`config.mk`:
```
export PLATFORM = sky130hd
export DESIGN_NAME = gszio_top
export DESIGN_NICKNAME = d
export VERILOG_FILES = /design/src/gszio_pkg.sv /design/src/gszio_zone_if.sv /design/src/gszio_top.sv /design/src/gszio_zone_map.sv
export SDC_FILE = /design/constraint.sdc
export NUM_CORES = 2
export LEC_CHECK = 0
export BUFFER_PORTS_ARGS = -buffer_cell sky130_fd_sc_hd__buf_2
export CORE_UTILIZATION = 60
export CTS_BUF_LIST = sky130_fd_sc_hd__clkbuf_4 sky130_fd_sc_hd__clkbuf_8
export DETAILED_ROUTE_END_ITERATION = 16
export GPL_ROUTABILITY_DRIVEN = 1
export HOLD_SLACK_MARGIN = 0.06
export PLACE_DENSITY = 0.8
export REMOVE_ABC_BUFFERS = 1
export SYNTH_ARGS = -nofsm -noshare
export SYNTH_HDL_FRONTEND = slang
export SYNTH_SLANG_ARGS = --single-unit
```
`constraint.sdc`:
```
create_clock -name clk -period 16.7 [get_ports clk]
set_input_delay 2.505 -clock clk [delete_from_list [all_inputs] [get_ports clk]]
set_output_delay 2.505 -clock clk [all_outputs]
set_load 0.03 [all_outputs]
```
`src/gszio_pkg.sv`:
```
// Package: register map, field layout and codes of the gateway I/O block
package gszio_pkg;
    // ********************************
    // Register byte offsets
    // ********************************
    localparam logic [7:0] OFS_CTRL    = 8'h00;
    localparam logic [7:0] OFS_MWP     = 8'h04;
    localparam logic [7:0] OFS_VOLSZ   = 8'h08;
    localparam logic [7:0] OFS_WGTSZ   = 8'h0C;
    localparam logic [7:0] OFS_SETP    = 8'h10;
    localparam logic [7:0] OFS_PINS    = 8'h14;
    localparam logic [7:0] OFS_IRQ_ST  = 8'h18;
    localparam logic [7:0] OFS_IRQ_CLR = 8'h1C;
    localparam logic [7:0] OFS_IRQ_EN  = 8'h20;
    localparam logic [7:0] OFS_ZONE    = 8'h24;
    // ********************************
    // Fields and reset values
    // ********************************
    localparam int CTRL_UNIT_LSB = 0;
    localparam int CTRL_SPM_LSB  = 2;
    localparam int CTRL_A3F_BIT  = 4;
    localparam logic [4:0]  CTRL_RST = 5'h00;
    localparam logic [23:0] SIZE_RST = 24'h000000;
    localparam logic [2:0]  IRQ_RST  = 3'h0;
    localparam int IRQ_ACC  = 0;
    localparam int IRQ_REJ  = 1;
    localparam int IRQ_MODE = 2;
    // ********************************
    // Units, setpoint modes, pressure margins (x100)
    // ********************************
    localparam logic [1:0]  UNIT_PSI = 2'h0;
    localparam logic [1:0]  UNIT_BAR = 2'h1;
    localparam logic [23:0] MARG_PSI = 24'h00C350;
    localparam logic [23:0] MARG_BAR = 24'h000D7A;
    localparam logic [23:0] MARG_MPA = 24'h000159;
    localparam logic [1:0]  SPM_PRES = 2'h0;
    localparam logic [1:0]  SPM_WGT  = 2'h2;
    // ********************************
    // Operating modes, shots, scaling
    // ********************************
    localparam logic [2:0]  MODE_DIS   = 3'h1;
    localparam logic [2:0]  MODE_STBY  = 3'h2;
    localparam logic [2:0]  MODE_SHOT  = 3'h3;
    localparam logic [2:0]  MODE_OPER  = 3'h5;
    localparam logic [2:0]  MODE_NIGHT = 3'h7;
    localparam logic [6:0]  SHOT_MAX   = 7'h64;
    localparam logic [11:0] DAC_FS     = 12'hFFF;
    localparam logic [5:0]  DIV_STEPS  = 6'h24;
    localparam int NUM_ITEMS = 8;
    localparam logic [2:0]  MAX_ZONES  = 3'h4;
    typedef enum logic [2:0] {
        DS_LOAD = 3'b001,
        DS_RUN  = 3'b010,
        DS_DONE = 3'b100
    } gszio_div_t;
endpackage

```
`src/gszio_zone_if.sv`:
```
// Interface: conditioning item enables, zone inputs and item drive
`timescale 1ns/1ns
interface gszio_zone_if;
    logic [7:0] item_en;
    logic [3:0] zone_in;
    logic [7:0] item_on;
    logic [2:0] zone_cnt;
    modport mapper (input item_en, input zone_in, output item_on, output zone_cnt);
    modport user (output item_en, output zone_in, input item_on, input zone_cnt);
endinterface

```
`src/gszio_top.sv`:
```
// Gateway status, setpoint, analog scaling and zone I/O with Avalon-MM registers
`timescale 1ns/1ns
// Notes on behaviour
// RULE1 - Status 15-17 show selected mode code
// RULE2 - Shot mode: status 18-24 show shot number
// RULE3 - Standby: status 22 shows valve lock
// RULE4 - Standby: status 23 shows valve open
// RULE5 - Standby: status 24 shows pump parked
// RULE6 - Four analog in/out; only input 1 used
// RULE7 - Input 1 linear; full scale per mode
// RULE8 - Controller settles input, then strobes input 16
// RULE9 - Controller checks status 4 after strobe
// RULE10 - Pressure outputs span MWP plus 500 psi
// RULE11 - Bar/MPa margins 34.5 and 3.45
// RULE12 - Output 3 blue pressure or combined flow
// RULE13 - Enabled items numbered in fixed order
// RULE14 - At most four zones enabled
// RULE15 - Zone input high on, low off
// RULE16 - Mode codes 001,010,011,101,111 only; code passes every mode_i code through, 000 and 100 too
// RULE17 - Shots 1 to 100 defined; code passes any shot_i value 0 to 127 through
// RULE18 - Status 4 high after rejected setpoint
// RULE19 - Zone input without item ignored
module gszio_top
    import gszio_pkg::*;
(
    input  wire logic        clk,
    input  wire logic        rst_n,
    input  wire logic [7:0]  avs_address,
    input  wire logic        avs_read,
    input  wire logic        avs_write,
    input  wire logic [31:0] avs_writedata,
    output logic      [31:0] avs_readdata,
    output logic             avs_waitrequest,
    output logic             irq,
    input  wire logic [2:0]  mode_i,
    input  wire logic [6:0]  shot_i,
    input  wire logic        valve_lock_i,
    input  wire logic        valve_open_i,
    input  wire logic        pump_parked_i,
    input  wire logic        setp_strobe_i,
    input  wire logic [11:0] ain1_i,
    input  wire logic [23:0] p_blue_i,
    input  wire logic [23:0] p_red_i,
    input  wire logic [23:0] flow_i,
    input  wire logic [7:0]  item_en_i,
    input  wire logic [3:0]  zone_in_i,
    output logic      [2:0]  mode_o,
    output logic      [6:0]  shot_o,
    output logic             reject_o,
    output logic      [11:0] aout1_o,
    output logic      [11:0] aout2_o,
    output logic      [11:0] aout3_o,
    output logic      [11:0] aout4_o,
    output logic      [23:0] setp_o,
    output logic      [7:0]  item_on_o
);
    // ********************************
    // Registers and state
    // ********************************
    logic [4:0]  ctrl_q;
    logic [23:0] mwp_q, vol_q, wgt_q;
    logic [2:0]  ist_q, ien_q;
    logic        ack_q;
    logic [31:0] rdata_q;
    logic [2:0]  mode_q;
    logic [6:0]  shot_q;
    logic        reject_q, strobe_q, sp_pend_q;
    logic [11:0] ain_q;
    logic [11:0] aout_q [3];
    logic [23:0] setp_q;
    gszio_div_t  dst_q;
    logic [1:0]  ch_q;
    logic [5:0]  step_q;
    logic [35:0] num_q, quo_q;
    logic [24:0] rem_q;
    logic [23:0] den_q;
    gszio_zone_if zif ();

    // ********************************
    // Bus decode
    // ********************************
    wire req    = avs_read || avs_write;
    wire wr_go  = avs_write && ack_q;
    wire rd_sel_ctrl = avs_address == OFS_CTRL;
    wire [31:0] rd_mux =
        rd_sel_ctrl                   ? {27'h0, ctrl_q} :
        (avs_address == OFS_MWP)      ? {8'h00, mwp_q} :
        (avs_address == OFS_VOLSZ)    ? {8'h00, vol_q} :
        (avs_address == OFS_WGTSZ)    ? {8'h00, wgt_q} :
        (avs_address == OFS_SETP)     ? {8'h00, setp_q} :
        (avs_address == OFS_PINS)     ? {21'h0, reject_q, shot_q, mode_q} :
        (avs_address == OFS_IRQ_ST)   ? {29'h0, ist_q} :
        (avs_address == OFS_IRQ_EN)   ? {29'h0, ien_q} :
        (avs_address == OFS_ZONE)     ? {21'h0, zif.zone_cnt, item_on_o} :
                                        32'h0;
    // One wait state: read data is latched, then presented
    assign avs_waitrequest = req && !ack_q;
    assign avs_readdata    = rdata_q;

    always_ff @(posedge clk) begin
        if (!rst_n) begin
            ack_q   <= 1'b0;
            rdata_q <= 32'h0;
        end else begin
            ack_q   <= req && !ack_q;
            rdata_q <= rd_mux;
        end
    end

    always_ff @(posedge clk) begin
        if (!rst_n) begin
            ctrl_q <= CTRL_RST;
            mwp_q  <= SIZE_RST;
            vol_q  <= SIZE_RST;
            wgt_q  <= SIZE_RST;
            ien_q  <= IRQ_RST;
        end else if (wr_go) begin
            if (avs_address == OFS_CTRL) begin
                ctrl_q <= avs_writedata[4:0];
            end else if (avs_address == OFS_MWP) begin
                mwp_q <= avs_writedata[23:0];
            end else if (avs_address == OFS_VOLSZ) begin
                vol_q <= avs_writedata[23:0];
            end else if (avs_address == OFS_WGTSZ) begin
                wgt_q <= avs_writedata[23:0];
            end else if (avs_address == OFS_IRQ_EN) begin
                ien_q <= avs_writedata[2:0];
            end
        end
    end

    // ********************************
    // Status outputs
    // ********************************
    wire [1:0] unit  = ctrl_q[CTRL_UNIT_LSB +: 2];
    wire [1:0] spm   = ctrl_q[CTRL_SPM_LSB +: 2];
    wire       a3f   = ctrl_q[CTRL_A3F_BIT];
    wire       in_stby = mode_i == MODE_STBY;
    wire       in_shot = mode_i == MODE_SHOT;
    // Status 24 is the shot LSB, so the standby flags sit in the low bits
    wire [6:0] stby_bits = {4'h0, valve_lock_i, valve_open_i, pump_parked_i}; // RULE3 RULE4 RULE5
    wire [6:0] shot_d = in_shot ? shot_i : (in_stby ? stby_bits : 7'h00); // RULE2

    always_ff @(posedge clk) begin
        if (!rst_n) begin
            mode_q <= 3'h0;
            shot_q <= 7'h00;
        end else begin
            mode_q <= mode_i; // RULE1 RULE16
            shot_q <= shot_d; // RULE17
        end
    end

    // ********************************
    // Setpoint strobe
    // ********************************
    // Strobe sampled on its rising edge; settle time is the controller's job
    wire strobe_rise = setp_strobe_i && !strobe_q; // RULE8
    wire sp_bad      = strobe_rise && (mode_i != MODE_OPER);
    wire sp_take     = strobe_rise && (mode_i == MODE_OPER);
    wire div_fin     = dst_q == DS_DONE;
    wire sp_done     = div_fin && ch_q == 2'h3;

    always_ff @(posedge clk) begin
        if (!rst_n) begin
            strobe_q  <= 1'b0;
            sp_pend_q <= 1'b0;
            reject_q  <= 1'b0;
            ain_q     <= 12'h000;
        end else begin
            strobe_q <= setp_strobe_i;
            if (sp_bad) begin
                reject_q <= 1'b1; // RULE18 RULE9
            end else if (sp_take) begin
                reject_q  <= 1'b0;
                ain_q     <= ain1_i; // RULE6
                sp_pend_q <= 1'b1;
            end else if (sp_done) begin
                sp_pend_q <= 1'b0;
            end
        end
    end

    // ********************************
    // Full scales
    // ********************************
    wire [23:0] marg = (unit == UNIT_PSI) ? MARG_PSI :
                       (unit == UNIT_BAR) ? MARG_BAR : MARG_MPA; // RULE11
    wire [23:0] fs_p = 24'(mwp_q + marg); // RULE10
    wire [23:0] fs_f = (spm == SPM_WGT) ? wgt_q : vol_q; // RULE12
    wire [23:0] fs_s = (spm == SPM_PRES) ? mwp_q : fs_f; // RULE7

    // ********************************
    // Shared serial divider
    // ********************************
    // One divider for all channels: slow refresh traded for area
    wire [23:0] src3 = a3f ? flow_i : p_blue_i; // RULE12
    wire [23:0] psrc = (ch_q == 2'h0) ? p_blue_i :
                       (ch_q == 2'h1) ? p_red_i : src3;
    wire [35:0] num_a = 36'(psrc) * 36'(DAC_FS);
    wire [35:0] num_s = 36'(ain_q) * 36'(fs_s); // RULE7
    wire [35:0] num_l = (ch_q == 2'h3) ? num_s : num_a;
    wire [23:0] den_l = (ch_q == 2'h3) ? 24'(DAC_FS) :
                        (ch_q == 2'h2 && a3f) ? fs_f : fs_p;
    wire [24:0] rem_sh = {rem_q[23:0], num_q[35]};
    wire        ge     = rem_sh >= {1'b0, den_q};
    // Zero full scale divides to all ones and so saturates
    wire [11:0] q_sat = (quo_q > 36'(DAC_FS)) ? DAC_FS : quo_q[11:0]; // RULE10
    wire [23:0] q_sp  = (quo_q[35:24] != 12'h0) ? 24'hFFFFFF : quo_q[23:0];
    wire [1:0]  ch_nx = (ch_q == 2'h2 && !sp_pend_q) ? 2'h0 : 2'(ch_q + 2'h1);

    always_ff @(posedge clk) begin
        if (!rst_n) begin
            dst_q  <= DS_LOAD;
            ch_q   <= 2'h0;
            step_q <= 6'h00;
            num_q  <= 36'h0;
            quo_q  <= 36'h0;
            rem_q  <= 25'h0;
            den_q  <= 24'h0;
        end else begin
            case (dst_q)
                DS_LOAD: begin
                    num_q  <= num_l;
                    den_q  <= den_l;
                    rem_q  <= 25'h0;
                    step_q <= 6'h00;
                    dst_q  <= DS_RUN;
                end
                DS_RUN: begin
                    rem_q  <= ge ? 25'(rem_sh - {1'b0, den_q}) : rem_sh;
                    num_q  <= {num_q[34:0], 1'b0};
                    quo_q  <= {quo_q[34:0], ge};
                    step_q <= 6'(step_q + 6'h01);
                    if (step_q == 6'(DIV_STEPS - 6'h01)) begin
                        dst_q <= DS_DONE;
                    end
                end
                DS_DONE: begin
                    ch_q  <= ch_nx;
                    dst_q <= DS_LOAD;
                end
                default: dst_q <= DS_LOAD;
            endcase
        end
    end

    always_ff @(posedge clk) begin
        if (!rst_n) begin
            aout_q <= '{default: 12'h000};
            setp_q <= 24'h0;
        end else if (div_fin && ch_q != 2'h3) begin
            aout_q[ch_q] <= q_sat; // RULE10 RULE12
        end else if (sp_done) begin
            setp_q <= q_sp; // RULE7
        end
    end

    assign aout1_o  = aout_q[0];
    assign aout2_o  = aout_q[1];
    assign aout3_o  = aout_q[2];
    assign aout4_o  = 12'h000; // RULE6
    assign mode_o   = mode_q;
    assign shot_o   = shot_q;
    assign reject_o = reject_q;
    assign setp_o   = setp_q;

    // ********************************
    // Interrupts
    // ********************************
    wire [2:0] ev;
    assign ev[IRQ_ACC]  = sp_done;
    assign ev[IRQ_REJ]  = sp_bad;
    assign ev[IRQ_MODE] = mode_q != mode_i;
    wire [2:0] clr = (wr_go && avs_address == OFS_IRQ_CLR) ? avs_writedata[2:0] : 3'h0;

    always_ff @(posedge clk) begin
        if (!rst_n) begin
            ist_q <= IRQ_RST;
        end else begin
            ist_q <= (ist_q & ~clr) | ev; // set wins over clear
        end
    end

    assign irq = |(ist_q & ien_q);

    // ********************************
    // Zones
    // ********************************
    assign zif.item_en = item_en_i;
    assign zif.zone_in = zone_in_i;
    assign item_on_o   = zif.item_on; // RULE15

    gszio_zone_map u_zone (
        .zif (zif.mapper)
    );
endmodule

```
`src/gszio_zone_map.sv`:
```
// Zone numbering of the eight conditioning items and zone on/off steering
`timescale 1ns/1ns
module gszio_zone_map
    import gszio_pkg::*;
(
    gszio_zone_if.mapper zif
);
    logic [3:0] total;

    // ********************************
    // Per-item zone number
    // ********************************
    genvar k;
    generate
        for (k = 0; k < NUM_ITEMS; k++) begin : g_item
            wire [7:0] below = 8'((9'h001 << k) - 9'h001);
            wire [3:0] rank  = 4'($countones(zif.item_en & below));
            // Fifth and later enabled items get no zone
            wire       has_z = zif.item_en[k] && rank < 4'(MAX_ZONES); // RULE14
            wire [1:0] zidx  = rank[1:0]; // RULE13
            assign zif.item_on[k] = has_z && zif.zone_in[zidx]; // RULE15
        end
    endgenerate

    // Unassigned zone inputs steer no item
    assign total = 4'($countones(zif.item_en)); // RULE19
    assign zif.zone_cnt = (total > 4'(MAX_ZONES)) ? MAX_ZONES : total[2:0]; // RULE14
endmodule

```
==> reports/summary.txt <==
status: finished clean
Worst Reg-to-Reg Cells: 19
Starting Density: 60.67%
largest net degree at the start of global routing: 154
FMAX: 123.6 MHz
fin nets: 4727
Peak VDD IR: 0.2914 mV
Slowest cell on crit path: nor4bb_1
share of the synthesized area in the top cell type: 24.11%
IO Port Bufs: 250
relative slew slack: 12.92%
max_cap viols: 0
Hold Path Class: flop to flop
Area contributors post-synth: fa_1, dfxtp_1, nand2_1
via count: 28080
maximum clock insertion buffer count: 3
PostCTS Resize Cnt: 0
Via density: 5.931
Top Usage Layer GRT: met2
cell count along the critical path: 11
Horiz. Die Dim: 232.5 um
RR Endpoint: num_q[34]$_SDFFE_PN0N_
arrival time worst endpoint: 5.59 ns
hold buffer count at CTS: 0
I/O pins: 279
fraction of layout cells with a size suffix above 1: 11.58%
crit-path cells: buf_2, ha_1, inv_1, fa_1, inv_1, ha_1, inv_1, fa_1, mux4_2, nor4bb_1, buf_2
Cells after Synth: 3849
DRC: 0
Worst Hold Launch: num_q[5]$_SDFFE_PN0N_
FP Rows: 84
slowest cell delay on critical path: 0.57 ns
GR met2 Demand/Resource: 52.01%
P&R area growth vs syn: 8.849%
RSZ-0062 raised after global routing: no
most common cell after layout, fill and taps aside: nand2_1
final critical-path required period: 8.090 ns
Hold Crit Depth: 2
Post-DP HPWL: 66880 um
crit start category: input pin
core box area: 52550 sq um
global route overflow: 0
Top FF cell, synth: dfxtp_1
Setup Skew: 0.02227 ns
# setup viols final: 0
die height: 232.5 um
Post-synth EDFFs: 0
Synth cell types: 89
Routed WL: 87060 um
area leader, netlist: fa_1
Synth Warn #: 0
Die Area: 54060 sq um
first-pass GRT wire length: 142300 um
met1 GRT Util: 45.32%
pwr/cell area: 139.6 nW/um^2
TritonCTS clock tree: yes
total negative slack: 0 ns
Final GP Congestion: 0.9759
asr flop ratio synth: 0%
final worst path period share: 48.45%
Seq/Total Area, Yosys: 20.34%
Final ANT Viol Nets: 0
Clock Latency Late Sink: 0.66 ns
number of buffers and inverters on the critical path: 5
Cell Area, Synth: 31880 sq um
Clock Pin Slew Worst Setup and Hold Paths: 0.06 ns
commonest cells after routing, fill and taps aside: nand2_1, inv_1, fa_1, dfxtp_1, a21oi_1
total design power: 4.844 mW
Slew Limit Fails: 0
CP delay by family, top: adder cells
R2R Setup Slk: 9.46 ns
Worst Hold Path EP: num_q[5]$_SDFFE_PN0N_
number of global-route vias before repair: 27590
Req. time, crit path: 14.20 ns
Syn Area/Cell: 8.283 sq um
register bit total from synthesis: 324
leak pwr: 15.48 nW
CP Capture Type: output port
M3 GR Usage: 6.042%
RR Startpoint: ch_q[0]$_SDFFE_PN0P_
Worst Max-Slew Pin Slew: 1.303 ns
Num Clock Sinks: 324
crit-path max FO: 5
Detailed Route Iter0 Violations: 2654
initial antenna violation count: 3
H-tree depth: 2
CTS Buf Count: 54
drt wl/cell: 18.39 um
first-pass detailed-route iteration total: 7
Total GRT Usage: 32.78%
setup bufs post-CTS: 0
root buf cell: clkbuf_8
final hold viol count: 0
CP Class: input pin to output port
Most common cell on crit path: inv_1
-- Yosys cell counts, drive strengths merged, types with 9 or more instances --
cell,n
a31oi,26
o21bai,13
a21oi,279
mux2i,107
nor2,224
ha,185
nand3,47
nor3,79
nor4,16
a222oi,14
xnor2,39
or2,9
o21a,16
and3,27
a21o,26
and2,93
or3,13
a221oi,42
mux2,14
o21ai,153
a22oi,17
a32oi,9
o211ai,22
clkbuf,170
xor2,36
fa,384
buf,54
nor2b,39
a211oi,70
nand2,654
nand4,19
dfxtp,324
inv,512
-- worst register-to-register path: stages (launching register included) --
cell and delay (ns):
dfxtp_2 1.04, mux2_2 0.44, o21ai_0 0.45, inv_1 0.12, fa_1 0.66, fa_1 0.48, fa_1 0.47, fa_1 0.55
inv_1 0.06, fa_1 0.53, inv_1 0.04, ha_1 0.40, and3_1 0.27, nand2_1 0.09, a2111oi_2 0.30, and4bb_4 0.29
nor4_4 0.34, a21oi_1 0.19, o211ai_1 0.24, nor3b_1 0.20
-- state kept, by name (all words and copies together) (netlist names), 12 cells and up --
signal	flops
quo_q	36
wgt_q	24
setp_o	24
aout1_o	12
den_q	24
avs_readdata	24
rem_q	24
vol_q	24
ain_q	12
mwp_q	24
aout2_o	12
num_q	36
aout3_o	12
-- worst max path at each step --
stage	end	slack, ns	startpoint
floorplan	num_q[29]$_SDFFE_PN0N_	8.61	p_blue_i[7]
global placement	num_q[34]$_SDFFE_PN0N_	8.20	p_blue_i[14]
detailed placement	num_q[34]$_SDFFE_PN0N_	8.12	p_blue_i[14]
CTS	item_on_o[6]	8.66	item_en_i[0]
global route	item_on_o[6]	8.48	item_en_i[0]
finish	item_on_o[6]	8.61	item_en_i[0]
-- layer usage --
| layer | vias to the layer above | wire length, um |
|---|---|---|
| li1 | 12980 | - |
| met5 | - | 0 |
| met4 | 0 | 2728 |
| met2 | 1308 | 39500 |
| met3 | 196 | 8428 |
| met1 | 13600 | 36410 |
-- stage by stage --
step                      hold slack, ns  instance area, sq um  worst slack [ns]  utilization (%)  std cells
after floorplan                   0.4365                 30980             8.609                -       3644
after global placement            0.4467                 33570             8.197            63.88       4636
after detailed placement          0.4501                 33570             8.119            63.88       4636
after CTS                         0.4581                 34700             8.659            66.03       4731
after global routing              0.4856                 34700             8.482            66.04       4733
final                             0.4556                 34700             8.610            66.04       4734
-- where the power goes --
part           leakage (nW)  internal (mW)  total [mW]  switching, mW
sequential             2.62          0.819       0.844         0.0249
clock                 0.597          0.395       0.743          0.347
combinational          12.3           1.35        3.26           1.90
-- cell families (layout without fill, tap and decap cells) --
| group | after synthesis | in the layout | share of synthesized area [%] |
|---|---|---|---|
| buf+inv | 736 | 911 | 9.085 |
| compound gates | 767 | 767 | 15.51 |
| flops | 324 | 324 | 20.34 |
| simple gates | 1253 | 1253 | 17.55 |
| mux | 124 | 124 | 4.066 |
| other cells | 1 | 23 | 0.01176 |
| fa+ha+maj | 569 | 569 | 31.37 |
| xor+xnor | 75 | 75 | 2.060 |
-- area by class of cell --
cell class	count	area [sq um]
fill	4379	17850
timing repair buffer	304	1669
inverter	512	1929
tap	688	860.8
clock buffer	82	1028
clock inverter	13	98.84
multi-input combinational	2808	22620
sequential	324	6490
antenna	3	7.507
Power figures use the tool's default switching activity.
